--- src/adc_seq_pkg.sv ---
// Shared constants, types and register map of the conversion sequencer.
package adc_seq_pkg;

  // ********************************************************************
  // Register map and fields
  // ********************************************************************
  localparam logic [15:0] RESULT_OFS = 16'hFEA0;
  localparam logic [15:0] CONTROL_OFS = 16'hFFA0;
  localparam logic [15:0] STATUS_OFS = 16'hFFA4;
  localparam logic [15:0] RESULT_RST = 16'h0000;
  localparam logic [15:0] CONTROL_RST = 16'h0000;
  localparam int START_BIT = 7;
  localparam int BUSY_BIT = 8;
  localparam int EOC_BIT = 0;
  localparam int OVR_BIT = 1;
  localparam int PORT_LSB = 16;
  localparam logic [3:0] LAST_CHANNEL = 4'h9;
  localparam logic [3:0] CHANNEL_ZERO = 4'h0;
  localparam logic [1:0] RESP_OKAY = 2'h0;
  localparam logic [1:0] RESP_SLVERR = 2'h2;

  // ********************************************************************
  // Timing
  // ********************************************************************
  localparam real CLK_MHZ = 50.0;
  localparam real SAMPLE_TIME_US = 1.575;
  localparam real CONVERT_TIME_US = 8.175;
  localparam int SAMPLE_CYC = int'($ceil(SAMPLE_TIME_US * CLK_MHZ));
  localparam int CONVERT_CYC = int'($ceil(CONVERT_TIME_US * CLK_MHZ));

  // ********************************************************************
  // Types
  // ********************************************************************
  typedef enum logic [1:0] {
    MODE_SINGLE,
    MODE_SINGLE_REPEAT,
    MODE_SCAN_ONCE,
    MODE_SCAN_REPEAT
  } conv_mode_e;

  typedef enum logic [1:0] {ST_IDLE, ST_SAMPLE, ST_CONVERT} seq_state_e;

  typedef struct packed {
    logic start;
    logic rsvd;
    conv_mode_e mode;
    logic [3:0] channel;
  } ctrl_s;

  typedef struct packed {
    logic [3:0] channel;
    logic [1:0] rsvd;
    logic [9:0] value;
  } result_s;

endpackage : adc_seq_pkg

--- src/phase_timer.sv ---
// Down counter that times one phase of a conversion.
`timescale 1ns/100ps
module phase_timer #(
  parameter int W = 9
) (
  input wire logic clk_in, // System clock.
  input wire logic srst_in, // Synchronous reset, high.
  input wire logic load_in, // Start a new phase.
  input wire logic [W-1:0] load_value_in, // Phase length minus one.
  output logic expired_out // Last cycle of the phase.
);
  logic [W-1:0] count_ff;
  logic running_ff;

  assign expired_out = running_ff && (count_ff == '0);

  always_ff @(posedge clk_in)
  begin
    if (srst_in)
    begin
      count_ff <= '0;
      running_ff <= 1'b0;
    end
    else if (load_in)
    begin
      count_ff <= load_value_in;
      running_ff <= 1'b1;
    end
    else if (expired_out)
      running_ff <= 1'b0;
    else if (running_ff)
      count_ff <= count_ff - 1'b1;
  end
endmodule : phase_timer

--- src/adc_conversion_sequencer.sv ---
// Conversion sequencer for a 10-channel converter with AXI4-Lite access.
//
// Summary of operation
// - Mode field picks one of four modes.
// - Channels 0 to 9 valid, others invalid.
// - Channel field is first or only channel.
// - Result holds value low, channel top.
// - Result stays until next completed conversion.
// - Writing start begins conversion, sets busy.
// - Sample phase then convert phase, timed.
// - Completion stores result, sets end request.
// - Unread result at completion sets overrun.
// - Start cleared then set aborts, restarts.
// - Mode change applies from next conversion.
// - Channel change applies next conversion or round.
// - Single mode converts once, then stops.
// - Single mode ignores start clear meanwhile.
// - Busy is read-only, shows conversion running.
// - Input lines need no configuration.
// - Single repeat runs until start cleared.
// - Scan once counts down to zero, stops.
// - Scan repeat reloads, finishes round on stop.
//
// Our own choice: the AXI4-Lite interface to the registers.
`timescale 1ns/100ps
module adc_conversion_sequencer #(
  parameter int TIMER_W = 9
) (
  input wire logic clk_in, // System clock.
  input wire logic srst_in, // Synchronous reset, high.
  input wire logic [15:0] axi_awaddr_in, // Write address.
  input wire logic axi_awvalid_in, // Write address valid.
  output logic axi_awready_out, // Write address ready.
  input wire logic [31:0] axi_wdata_in, // Write data.
  input wire logic [3:0] axi_wstrb_in, // Write byte strobes.
  input wire logic axi_wvalid_in, // Write data valid.
  output logic axi_wready_out, // Write data ready.
  output logic [1:0] axi_bresp_out, // Write response.
  output logic axi_bvalid_out, // Write response valid.
  input wire logic axi_bready_in, // Write response ready.
  input wire logic [15:0] axi_araddr_in, // Read address.
  input wire logic axi_arvalid_in, // Read address valid.
  output logic axi_arready_out, // Read address ready.
  output logic [31:0] axi_rdata_out, // Read data.
  output logic [1:0] axi_rresp_out, // Read response.
  output logic axi_rvalid_out, // Read data valid.
  input wire logic axi_rready_in, // Read data ready.
  input wire logic [9:0] port_lines_in, // Input-only port levels.
  input wire logic [9:0] core_result_in, // Converter core output.
  output logic [3:0] mux_channel_out, // Multiplexer channel.
  output logic channel_valid_out, // Multiplexer selects a channel.
  output logic sample_out, // Sample-and-hold tracking.
  output logic convert_out // Held level being converted.
);
  localparam logic [TIMER_W-1:0] SAMPLE_LOAD =
    TIMER_W'(adc_seq_pkg::SAMPLE_CYC - 1);
  localparam logic [TIMER_W-1:0] CONVERT_LOAD =
    TIMER_W'(adc_seq_pkg::CONVERT_CYC - 1);

  // ********************************************************************
  // Bus slave
  // ********************************************************************
  logic awready_ff, wready_ff, bvalid_ff, arready_ff, rvalid_ff;
  logic aw_held_ff, w_held_ff;
  logic [15:0] awaddr_ff;
  logic [31:0] wdata_ff;
  logic [3:0] wstrb_ff;
  logic [1:0] bresp_ff, rresp_ff;
  logic [31:0] rdata_ff;
  logic wr_do, wr_ctrl, wr_stat, rd_take, rd_result;
  logic [31:0] nxt_rdata;
  logic [1:0] nxt_rresp;
  adc_seq_pkg::ctrl_s wd;

  assign wr_do = aw_held_ff && w_held_ff && !bvalid_ff;
  assign wd = adc_seq_pkg::ctrl_s'(wdata_ff[7:0]);
  assign wr_ctrl = wr_do && wstrb_ff[0] &&
    (awaddr_ff == adc_seq_pkg::CONTROL_OFS);
  assign wr_stat = wr_do && wstrb_ff[0] &&
    (awaddr_ff == adc_seq_pkg::STATUS_OFS);
  assign rd_take = axi_arvalid_in && arready_ff;
  assign rd_result = rd_take && (axi_araddr_in == adc_seq_pkg::RESULT_OFS);

  // Address and data are held separately so either may come first.
  always_ff @(posedge clk_in)
  begin
    if (srst_in)
    begin
      awready_ff <= 1'b0;
      aw_held_ff <= 1'b0;
      awaddr_ff <= 16'h0000;
    end
    else if (axi_awvalid_in && awready_ff)
    begin
      awaddr_ff <= axi_awaddr_in;
      aw_held_ff <= 1'b1;
      awready_ff <= 1'b0;
    end
    else if (wr_do)
      aw_held_ff <= 1'b0;
    else if (!aw_held_ff && !bvalid_ff)
      awready_ff <= 1'b1;
  end

  always_ff @(posedge clk_in)
  begin
    if (srst_in)
    begin
      wready_ff <= 1'b0;
      w_held_ff <= 1'b0;
      wdata_ff <= 32'h0000_0000;
      wstrb_ff <= 4'h0;
    end
    else if (axi_wvalid_in && wready_ff)
    begin
      wdata_ff <= axi_wdata_in;
      wstrb_ff <= axi_wstrb_in;
      w_held_ff <= 1'b1;
      wready_ff <= 1'b0;
    end
    else if (wr_do)
      w_held_ff <= 1'b0;
    else if (!w_held_ff && !bvalid_ff)
      wready_ff <= 1'b1;
  end

  always_ff @(posedge clk_in)
  begin
    if (srst_in)
    begin
      bvalid_ff <= 1'b0;
      bresp_ff <= adc_seq_pkg::RESP_OKAY;
    end
    else if (wr_do)
    begin
      bvalid_ff <= 1'b1;
      bresp_ff <= (awaddr_ff == adc_seq_pkg::RESULT_OFS ||
        awaddr_ff == adc_seq_pkg::CONTROL_OFS ||
        awaddr_ff == adc_seq_pkg::STATUS_OFS) ?
        adc_seq_pkg::RESP_OKAY : adc_seq_pkg::RESP_SLVERR;
    end
    else if (axi_bready_in)
      bvalid_ff <= 1'b0;
  end

  // ********************************************************************
  // Control and status state
  // ********************************************************************
  adc_seq_pkg::ctrl_s ctrl_ff;
  adc_seq_pkg::result_s result_ff;
  adc_seq_pkg::seq_state_e state_ff, nxt_state;
  adc_seq_pkg::conv_mode_e act_mode_ff, nxt_mode;
  logic [3:0] act_chan_ff, nxt_chan;
  logic busy_ff, eoc_ff, ovr_ff, unread_ff;
  logic sample_ff, convert_ff, chan_valid_ff;
  logic start_evt, expired, conv_done, go_on, hw_clear, tmr_load;

  always_comb
  begin
    nxt_rdata = 32'h0000_0000;
    nxt_rresp = adc_seq_pkg::RESP_OKAY;
    unique case (axi_araddr_in)
      adc_seq_pkg::RESULT_OFS:
        nxt_rdata[15:0] = result_ff;
      adc_seq_pkg::CONTROL_OFS:
      begin
        nxt_rdata[7:0] = {ctrl_ff.start, 1'b0, ctrl_ff.mode, ctrl_ff.channel};
        nxt_rdata[adc_seq_pkg::BUSY_BIT] = busy_ff;
      end
      adc_seq_pkg::STATUS_OFS:
      begin
        nxt_rdata[adc_seq_pkg::EOC_BIT] = eoc_ff;
        nxt_rdata[adc_seq_pkg::OVR_BIT] = ovr_ff;
        nxt_rdata[adc_seq_pkg::PORT_LSB +: 10] = port_lines_in;
      end
      default:
        nxt_rresp = adc_seq_pkg::RESP_SLVERR;
    endcase
  end

  always_ff @(posedge clk_in)
  begin
    if (srst_in)
    begin
      arready_ff <= 1'b0;
      rvalid_ff <= 1'b0;
      rdata_ff <= 32'h0000_0000;
      rresp_ff <= adc_seq_pkg::RESP_OKAY;
    end
    else if (rd_take)
    begin
      arready_ff <= 1'b0;
      rvalid_ff <= 1'b1;
      rdata_ff <= nxt_rdata;
      rresp_ff <= nxt_rresp;
    end
    else if (rvalid_ff && axi_rready_in)
      rvalid_ff <= 1'b0;
    else if (!rvalid_ff)
      arready_ff <= 1'b1;
  end

  // ********************************************************************
  // Sequencer
  // ********************************************************************
  // start request
  // Start only on a 0 to 1 of the bit, so rewriting 1 restarts nothing.
  assign start_evt = wr_ctrl && wd.start && !ctrl_ff.start;
  assign conv_done = (state_ff == adc_seq_pkg::ST_CONVERT) && expired;

  always_comb
  begin
    go_on = 1'b0;
    hw_clear = 1'b0;
    nxt_state = state_ff;
    nxt_mode = act_mode_ff;
    nxt_chan = act_chan_ff;
    tmr_load = 1'b0;
    unique case (act_mode_ff)
      adc_seq_pkg::MODE_SINGLE:
        hw_clear = 1'b1;
      adc_seq_pkg::MODE_SINGLE_REPEAT:
        go_on = ctrl_ff.start;
      adc_seq_pkg::MODE_SCAN_ONCE:
      begin
        go_on = act_chan_ff != adc_seq_pkg::CHANNEL_ZERO;
        hw_clear = !go_on;
      end
      adc_seq_pkg::MODE_SCAN_REPEAT:
        go_on = act_chan_ff != adc_seq_pkg::CHANNEL_ZERO || ctrl_ff.start;
    endcase
    hw_clear = hw_clear && conv_done && !start_evt;
    if (start_evt)
    begin
      nxt_state = adc_seq_pkg::ST_SAMPLE;
      nxt_mode = wd.mode;
      nxt_chan = wd.channel;
      tmr_load = 1'b1;
    end
    else if (state_ff == adc_seq_pkg::ST_SAMPLE && expired)
    begin
      nxt_state = adc_seq_pkg::ST_CONVERT;
      tmr_load = 1'b1;
    end
    else if (conv_done && go_on)
    begin
      nxt_state = adc_seq_pkg::ST_SAMPLE;
      nxt_mode = ctrl_ff.mode;
      tmr_load = 1'b1;
      if (ctrl_ff.mode[1] && act_mode_ff[1] &&
          act_chan_ff != adc_seq_pkg::CHANNEL_ZERO)
        nxt_chan = act_chan_ff - 4'h1;
      else
        nxt_chan = ctrl_ff.channel;
    end
    else if (conv_done)
      nxt_state = adc_seq_pkg::ST_IDLE;
  end

  phase_timer #(.W(TIMER_W)) phase_timer_i (
    .clk_in(clk_in),
    .srst_in(srst_in),
    .load_in(tmr_load),
    .load_value_in(nxt_state == adc_seq_pkg::ST_SAMPLE ?
      SAMPLE_LOAD : CONVERT_LOAD),
    .expired_out(expired)
  );

  always_ff @(posedge clk_in)
  begin
    if (srst_in)
    begin
      state_ff <= adc_seq_pkg::ST_IDLE;
      act_mode_ff <= adc_seq_pkg::MODE_SINGLE;
      act_chan_ff <= 4'h0;
      busy_ff <= 1'b0;
      sample_ff <= 1'b0;
      convert_ff <= 1'b0;
      chan_valid_ff <= 1'b0;
    end
    else
    begin
      state_ff <= nxt_state;
      act_mode_ff <= nxt_mode;
      act_chan_ff <= nxt_chan;
      busy_ff <= nxt_state != adc_seq_pkg::ST_IDLE;
      sample_ff <= nxt_state == adc_seq_pkg::ST_SAMPLE;
      convert_ff <= nxt_state == adc_seq_pkg::ST_CONVERT;
      chan_valid_ff <= nxt_state != adc_seq_pkg::ST_IDLE &&
        nxt_chan <= adc_seq_pkg::LAST_CHANNEL;
    end
  end

  // Software owns mode and channel; busy has no storage here.
  always_ff @(posedge clk_in)
  begin
    if (srst_in)
      ctrl_ff <= adc_seq_pkg::ctrl_s'(adc_seq_pkg::CONTROL_RST[7:0]);
    else if (wr_ctrl)
    begin
      ctrl_ff <= wd;
      ctrl_ff.rsvd <= 1'b0;
      ctrl_ff.start <= wd.start && !(hw_clear && ctrl_ff.start);
    end
    else if (hw_clear)
      ctrl_ff.start <= 1'b0;
  end

  // An aborted conversion stores nothing.
  always_ff @(posedge clk_in)
  begin
    if (srst_in)
      result_ff <= adc_seq_pkg::result_s'(adc_seq_pkg::RESULT_RST);
    else if (conv_done && !start_evt)
      result_ff <= {act_chan_ff, 2'h0, core_result_in};
  end

  // Hardware set wins over a software clear in the same cycle.
  always_ff @(posedge clk_in)
  begin
    if (srst_in)
    begin
      eoc_ff <= 1'b0;
      ovr_ff <= 1'b0;
      unread_ff <= 1'b0;
    end
    else
    begin
      if (conv_done && !start_evt)
        eoc_ff <= 1'b1;
      else if (wr_stat && wdata_ff[adc_seq_pkg::EOC_BIT])
        eoc_ff <= 1'b0;
      if (conv_done && !start_evt && unread_ff)
        ovr_ff <= 1'b1;
      else if (wr_stat && wdata_ff[adc_seq_pkg::OVR_BIT])
        ovr_ff <= 1'b0;
      if (conv_done && !start_evt)
        unread_ff <= 1'b1;
      else if (rd_result)
        unread_ff <= 1'b0;
    end
  end

  assign axi_awready_out = awready_ff;
  assign axi_wready_out = wready_ff;
  assign axi_bvalid_out = bvalid_ff;
  assign axi_bresp_out = bresp_ff;
  assign axi_arready_out = arready_ff;
  assign axi_rvalid_out = rvalid_ff;
  assign axi_rdata_out = rdata_ff;
  assign axi_rresp_out = rresp_ff;
  assign mux_channel_out = act_chan_ff;
  assign channel_valid_out = chan_valid_ff;
  assign sample_out = sample_ff;
  assign convert_out = convert_ff;

  // ********************************************************************
  // Assertions
  // ********************************************************************
  int phase_len_ff;
  always_ff @(posedge clk_in)
  begin
    if (srst_in || tmr_load)
      phase_len_ff <= 1;
    else
      phase_len_ff <= phase_len_ff + 1;
  end
endmodule : adc_conversion_sequencer

--- config.mk ---
export PLATFORM = sky130hd
export DESIGN_NAME = adc_conversion_sequencer
export DESIGN_NICKNAME = d
export VERILOG_FILES = /design/src/adc_seq_pkg.sv /design/src/phase_timer.sv /design/src/adc_conversion_sequencer.sv
export SDC_FILE = /design/constraint.sdc
export NUM_CORES = 1
export LEC_CHECK = 0
export BUFFER_PORTS_ARGS = -buffer_cell sky130_fd_sc_hd__clkbuf_2
export CORE_MARGIN = 5
export CORE_UTILIZATION = 46
export DETAILED_ROUTE_END_ITERATION = 7
export HOLD_SLACK_MARGIN = 0.06
export PLACE_DENSITY = 0.77
export SYNTH_ARGS = -nofsm -noshare
export SYNTH_HDL_FRONTEND = slang
export SYNTH_SLANG_ARGS = --single-unit
--- constraint.sdc ---
create_clock -name clk_in -period 2.2 [get_ports clk_in]
set_input_delay 0.66 -clock clk_in [delete_from_list [all_inputs] [get_ports clk_in]]
set_output_delay 0.66 -clock clk_in [all_outputs]
set_load 0.005 [all_outputs]
==> summary.txt, run 1 <==
Critical path
  – Critical path cell sequence: inv_1 -> ha_1 -> nor4b_4 -> nand3_1 -> or3_4 -> o211ai_2 -> o21a_1 -> a21boi_1
  – Worst Path Required: 2.45 ns
  – CP max stage delay: 0.47 ns
  – Cell with the largest stage delay on the worst path: or3_4
  – CP endpoint kind: flip-flop
  – CP arrival: 2.41 ns
  – Critical path class: reg2reg
  – Worst Setup Start Kind: flip-flop
  – Maximum fanout along the worst path: 5

Drt
  – DRC errors left: 0
  – WL per Instance: 14.1 um
  – Initial drt markers: 175
  – Post-Route WL: 10.6 mm
  – Vias: 3933
  – Via-to-Cell Ratio: 5.26
  – 1st-pass router iterations: 5
  – Antenna viol nets, final: 0

Die
  – Site Rows: 35
  – Initial cell density of the core: 47.3%
  – Die height: 107 um
  – Core area: 9240 um^2
  – Die area: 11600 um^2
  – Die X-Extent: 107 um
  – Num ports: 143

Worst hold path
  – HP Class: reg2reg

STA
  – Final Hold Fails: 0
  – Worst clock skew: 0.0175 ns
  – Min Tclk post-route: 2.16 ns
  – Final setup vio count: 0
  – Slew HR: 54.9%
  – Fin Setup TNS: 0 ns
  – RSZ-0062 raised after global routing: yes
  – Worst-Margin Slew: 0.677 ns
  – Max-slew violations: 0
  – Tcrit/Tclk final: 98.1%
  – Final worst setup slack: 0.0420 ns
  – Peak Freq: 0.463 GHz

Global route
  – Initial antenna violation count: 0
  – Vias in the first global route: 3812
  – First-pass GRT wire length: 17.5 mm
  – Overflow left after global routing: 0
  – GRT Util Overall: 18.3%
  – Largest net degree at the start of global routing: 37

Synthesis
  – EDFF count, synth: 0
  – Sequential cell area fraction in the yosys report: 47.2%
  – Mapped Avg Cell Area: 8.57 um^2
  – Flops & latches, synth: 103
  – Post-Syn Area: 4370 um^2
  – Post-Syn Instances: 510
  – Ys flop type: dfxtp_1
  – Fraction of registers with async set/reset: 0%
  – Synthesis Warnings: 0
  – Unique masters post-synth: 61

Clocking
  – Clock sink count: 103
  – TritonCTS clock tree: yes
  – Max Root-Sink Buffers: 2
  – CTS Hold Bufs: 0
  – CTS Buf Count: 9
  – Root Driver: clkbuf_8
  – Clock transition at path regs: 0.11 ns
  – H-Tree Depth: 3
  – Worst-skew pair later-pin latency: 0.37 ns

Final layout
  – Fin area: 5260 um^2
  – Synth-to-layout area growth: 20.2%
  – Register area: 2060 um^2
  – Nets@finish: 713
  – Antenna cells: 0
  – Layout cells sized above 1: 25.8%
  – # fillers: 859
  – Footprint of the multi-input gates: 2130 um^2

Pwr
  – Static Leak: 0.00216 uW
  – Worst vdd ir: 0.301 mV
  – Total power: 3230 uW
  – PD cells: 614 nW/um^2

Status
  – Run status: finished clean

Place
  – DP HPWL: 7.95 mm
  – Post-place setup slack: -0.299 ns
  – Placer congestion estimate: 0.890
  – Placed cell areas: 5040 um^2
  – PortBufs: 104

Flow run
  – MaxCap Viol Count: 0
path summary, 6_finish.rpt:
check / slack (ns) / to / cells after the start / startpoint
max: 0.04 / channel_valid_out$_SDFF_PP0_ / 8 / phase_timer_i.count_ff[1]$_SDFFE_PP0P_
min: 0.47 / result_ff[7]$_SDFFE_PP0P_ / 2 / result_ff[7]$_SDFFE_PP0P_
min reg2reg: 0.47 / result_ff[7]$_SDFFE_PP0P_ / 2 / result_ff[7]$_SDFFE_PP0P_
max reg2reg: 0.04 / channel_valid_out$_SDFF_PP0_ / 8 / phase_timer_i.count_ff[1]$_SDFFE_PP0P_
synthesized netlist by cell type, drive strengths merged, types with 5 or more instances:
master  number  area [um^2]
a211oi       6         50.1
a21oi       64          320
a222oi       6         60.1
a22oi       19          143
and2         5         31.3
buf         22          143
clkbuf      17         63.8
dfxtp      103         2060
inv         12         45.0
mux2i       12          120
nand2       78          295
nand2b       7         43.8
nand3       14         75.1
nor2        51          191
nor3        17         90.1
nor4         6         58.8
o21ai        8         40.0
xnor2        6         52.6
layout by cell type, fill, tap and decap left out, drive strengths merged, types with 4 or more instances in the layout:
cell type / count
clkbuf: 113
dfxtp: 103
nand2: 78
a21oi: 64
nor2: 51
buf: 20
a22oi: 19
nor3: 17
inv: 15
nand3: 14
mux2i: 12
conb: 10
o21ai: 8
nand2b: 7
xnor2: 6
a222oi: 6
a211oi: 6
nor4: 6
and2: 5
nand4: 4
nand4b: 4
ha: 4
logic make-up after synthesis:
kind of cell / Yosys count / share of synthesized area [%]
and+or+nand+nor: 211 / 24.2
DFF: 103 / 47.2
buffers and inverters: 51 / 5.75
muxes: 12 / 2.75
AOI/OAI and AO/OA: 119 / 17.1
adders and majority gates: 4 / 1.14
other: 1 / 0.0858
xor gates and xnor gates: 9 / 1.80
timing repair:
item                                    in CTS  in global routing
pin swaps                                    0                  1
setup buffers                                0                  0
gates resized for setup                      4                  7
endpoints found under the setup margin       1                 20
hold endpoints to repair                     0                  0
layout make-up:
cell class | count | area share (%)
Timing Repair Buffer | 123 | 12.9
Sequential cell | 103 | 39.3
Clock inverter | 6 | 0.976
Multi-Input combinational cell | 365 | 40.6
Tap cell | 129 | 3.07
Clock buffer | 10 | 2.43
Inverter | 12 | 0.857
state kept, by name, indices dropped and copies added (netlist names), 2 cells and up:
register,flops
wdata_ff,7
result_ff,14
act_mode_ff,2
phase_timer_i.count_ff,9
ctrl_ff,7
state_ff,2
mux_channel_out,4
axi_rdata_out,24
awaddr_ff,16
layer usage:
metal | vias to the layer above | GRT usage, % | part of all wire (%) | wire (um)
met5 | - | 0 | 0 | 0
met4 | 0 | 5.50 | 1.4 | 146
met3 | 12 | 3.12 | 4.6 | 485
met2 | 122 | 31.2 | 50 | 5240
met1 | 1828 | 23.7 | 44 | 4690
li1 | 1971 | - | - | -
through the flow:
| step | utilization [%] | std cells | hold slack [ns] |
|---|---|---|---|
| 2_1_floorplan | - | 519 | 0.431 |
| 3_3_place_gp | 54.6 | 732 | 0.438 |
| 3_5_place_dp | 54.6 | 732 | 0.449 |
| 4_1_cts | 56.7 | 748 | 0.466 |
| 5_1_grt | 56.9 | 748 | 0.487 |
| 6_report | 56.9 | 748 | 0.466 |
critical path: cells and delay by family, from the launching register on:
| kind | cells | cell delay [ns] |
|---|---|---|
| AOI/OAI and AO/OA | 3 | 0.42 |
| adders and majority gates | 1 | 0.18 |
| buffers and inverters | 1 | 0.10 |
| DFF | 1 | 0.33 |
| and+or+nand+nor | 3 | 1.00 |
power breakdown:
group / leakage, uW / total [uW] / internal (uW) / switching, uW
Clock: 0.0000931 / 1100 / 431 / 666
Sequential: 0.000834 / 1930 / 1900 / 33.9
Combinational: 0.00124 / 197 / 86.2 / 111
Total: 0.00216 / 3230 / 2410 / 812
Power figures use the tool's default switching activity.
==> inputs of run 2 (changes only) <==
- CELL_PAD_IN_SITES_DETAIL_PLACEMENT: unset -> 1
- CELL_PAD_IN_SITES_GLOBAL_PLACEMENT: unset -> 2
- CORE_UTILIZATION: 46 -> 31
- PLACE_DENSITY: 0.77 -> unset
- PLACE_DENSITY_LB_ADDON: unset -> 0.1
- clock period: 2.2 -> 2.7 ns (I/O delays scaled with it)
==> run 2 against run 1 <==
Sequential power decreased by 18%. Register-to-register slack improved by 0.36 ns. Non-clock buffer count is 2 lower. Power is 5.3% lower. Routed wire length up 18%. Sequential share of layout area fell by 0.96 points. First-iteration DRC count grew 11%. Cell count grew 6.6%. Clock skew fell by 0.0071 ns. Via count rose by 1.1%. Combinational power down 16%. Final area rose by 2.5%. Largest power group unchanged.
==> summary.txt, run 2 (synthesized netlist as in run 1, its figures left out) <==
Clocking
  – Clock sink count: 103 (unchanged)
  – Setup bufs post-CTS: 0 (unchanged)
  – Post_cts resized: 0 (was 4)
  – CTS Hold Bufs: 0 (unchanged)
  – Worst-skew pair later-pin latency: 0.35 ns (was 0.37 ns)
  – H-Tree Depth: 3 (unchanged)
  – Clock transition at path regs: 0.07 ns (was 0.11 ns)
  – Root Driver: clkbuf_16 (was clkbuf_8)
  – TritonCTS clock tree: yes (unchanged)
  – Max Root-Sink Buffers: 2 (unchanged)
  – CTS Buf Count: 9 (unchanged)

Critical path
  – CP arrival: 2.54 ns (was 2.41 ns)
  – Delay-heaviest family, CP: simple AND/OR/NAND/NOR gates (unchanged)
  – Critical path cell sequence: or4_1 -> nor3_1 -> and3_1 -> nor3_1 -> o211ai_1 -> a21boi_1 (was inv_1 -> ha_1 -> nor4b_4 -> nand3_1 -> or3_4 -> o211ai_2 -> o21a_1 -> a21boi_1)
  – CP endpoint kind: flip-flop (unchanged)
  – Maximum fanout along the worst path: 10 (was 5)
  – Critical path class: reg2reg (unchanged)
  – Worst Path Buf+Inv: 0 (was 1)
  – Worst Setup Start Kind: flip-flop (unchanged)
  – CP dominant cell by count: nor3_1
  – Worst Path Required: 2.94 ns (was 2.45 ns)
  – CP max stage delay: 0.53 ns (was 0.47 ns)
  – Cell with the largest stage delay on the worst path: or4_1 (was or3_4)

Pwr
  – Sequential share of power: 51.6% (was 59.9%)
  – Static Leak: 0.00220 uW (was 0.00216 uW)
  – Sw Ratio: 22.6% (was 25.2%)
  – Sw Pwr: 691 uW (was 812 uW)
  – Internal power component: 2360 uW (was 2410 uW)
  – Worst vdd ir: 0.349 mV (was 0.301 mV)
  – Clk pwr share: 42.9% (was 34.0%)
  – Comb power frac: 5.4% (was 6.1%)
  – PD cells: 567 nW/um^2 (was 614 nW/um^2)

Worst hold path
  – HP Class: reg2reg (unchanged)

STA
  – Final worst setup slack: 0.398 ns (was 0.0420 ns)
  – Worst clock skew: 0.0104 ns (was 0.0175 ns)
  – Peak Freq: 0.434 GHz (was 0.463 GHz)
  – Max-slew violations: 0 (unchanged)
  – Final Hold Slack: 0.457 ns (was 0.466 ns)
  – Final Hold Fails: 0 (unchanged)
  – Slew HR: 62.2% (was 54.9%)
  – Final setup vio count: 0 (unchanged)
  – Tcrit/Tclk final: 85.3% (was 98.1%)
  – Worst-Margin Slew: 0.563 ns (was 0.677 ns)
  – Min Tclk post-route: 2.30 ns (was 2.16 ns)
  – Fin Setup TNS: 0 ns (unchanged)
  – RSZ-0062 raised after global routing: no (was yes)

Place
  – Placer congestion estimate: 0.806 (was 0.890)
  – DP HPWL: 9.32 mm (was 7.95 mm)
  – PortBufs: 104 (unchanged)
  – Placed cell areas: 5080 um^2 (was 5040 um^2)
  – Post-place setup slack: 0.234 ns (was -0.299 ns)

Status
  – Run status: finished clean (unchanged)

Drt
  – Antenna viol nets, final: 0 (unchanged)
  – Vias: 3977 (was 3933)
  – Initial drt markers: 194 (was 175)
  – DRC errors left: 0 (unchanged)
  – 1st-pass router iterations: 4 (was 5)
  – Via-to-Cell Ratio: 4.99 (was 5.26)
  – Post-Route WL: 12.5 mm (was 10.6 mm)
  – WL per Instance: 15.7 um (was 14.1 um)

Global route
  – Overflow left after global routing: 0 (unchanged)
  – Initial antenna violation count: 0 (unchanged)
  – GRT Util Overall: 15.3% (was 18.3%)
  – First-pass GRT wire length: 20.4 mm (was 17.5 mm)
  – Vias in the first global route: 4091 (was 3812)
  – Largest net degree at the start of global routing: 69 (was 37)

Final layout
  – Fin area: 5390 um^2 (was 5260 um^2)
  – Largest register FFs: 24 (unchanged)
  – Layout cells sized above 1: 24.0% (was 25.8%)
  – Synth-to-layout area growth: 23.2% (was 20.2%)
  – Nets@finish: 711 (was 713)
  – Most frequent cells in the layout: 103 x dfxtp_1, 103 x clkbuf_2, 77 x nand2_1 (was 103 x clkbuf_2, 102 x dfxtp_1, 77 x nand2_1)
  – Antenna cells: 0 (unchanged)

Die
  – Die X-Extent: 129 um (was 107 um)
  – Die area: 16600 um^2 (was 11600 um^2)
  – Core area: 13900 um^2 (was 9240 um^2)
  – Num ports: 143 (unchanged)
  – Site Rows: 43 (was 35)
  – Die height: 129 um (was 107 um)
  – Initial cell density of the core: 31.5% (was 47.3%)

Flow run
  – MaxCap Viol Count: 0 (unchanged)
==> run 2: cell types whose count changed in the layout (fill, tap and decap cells not counted), sizes merged <==
cell    previous run  this run
buf               20        18
inv               15        12
bufinv             0         1
clkinv             3         4
clkbuf           113       114
==> run 2: final cells by class <==
cell class / instances / area [um^2]
Fill cell: 1704 / 8500
Multi-Input combinational cell: 365 / 2090
Sequential cell: 103 / 2060
Timing Repair Buffer: 121 / 661
Clock buffer: 11 / 243
Tap cell: 180 / 225
Clock inverter: 5 / 57.6
Inverter: 12 / 45.0
==> run 2: through the flow <==
step	cells	total power, uW	util, %
floorplan	519	1700	-
global placement	781	1780	36.6
detailed placement	781	1780	36.6
CTS	797	3120	38.8
global route	797	3190	38.8
finish	797	3050	38.8
==> run 2: path summary, 6_finish.rpt <==
| check | startpoint | cells after the start | slack [ns] | end |
|---|---|---|---|---|
| min | result_ff[7]$_SDFFE_PP0P_ | 2 | 0.46 | result_ff[7]$_SDFFE_PP0P_ |
| max | awaddr_ff[0]$_SDFFE_PP0P_ | 6 | 0.40 | channel_valid_out$_SDFF_PP0_ |
| max reg2reg | awaddr_ff[0]$_SDFFE_PP0P_ | 6 | 0.40 | channel_valid_out$_SDFF_PP0_ |
| min reg2reg | result_ff[7]$_SDFFE_PP0P_ | 2 | 0.46 | result_ff[7]$_SDFFE_PP0P_ |
==> run 2: routing by layer <==
metal / global-route usage [%] / part of all wire [%] / wire length (um) / vias up
li1: - / - / - / 1977
met1: 20.1 / 46 / 5760 / 1907
met2: 25.2 / 48 / 5970 / 81
met3: 3.94 / 4.8 / 599 / 12
met4: 4.08 / 1.2 / 155 / 0
met5: 0 / 0 / 0 / -
==> run 2: power groups by stage <==
stage | Combinational (uW) | Clock, uW | Sequential [uW]
after floorplan | 101 | 0 | 1600
after global placement | 165 | 0 | 1610
after detailed placement | 170 | 0 | 1610
after CTS | 170 | 1370 | 1580
after global routing | 190 | 1420 | 1580
final | 166 | 1310 | 1580
==> run 2: worst min-delay path: stages (launching register included) <==
cell and delay, ns:
dfxtp_1 0.31, nand2_1 0.05, a21oi_1 0.05
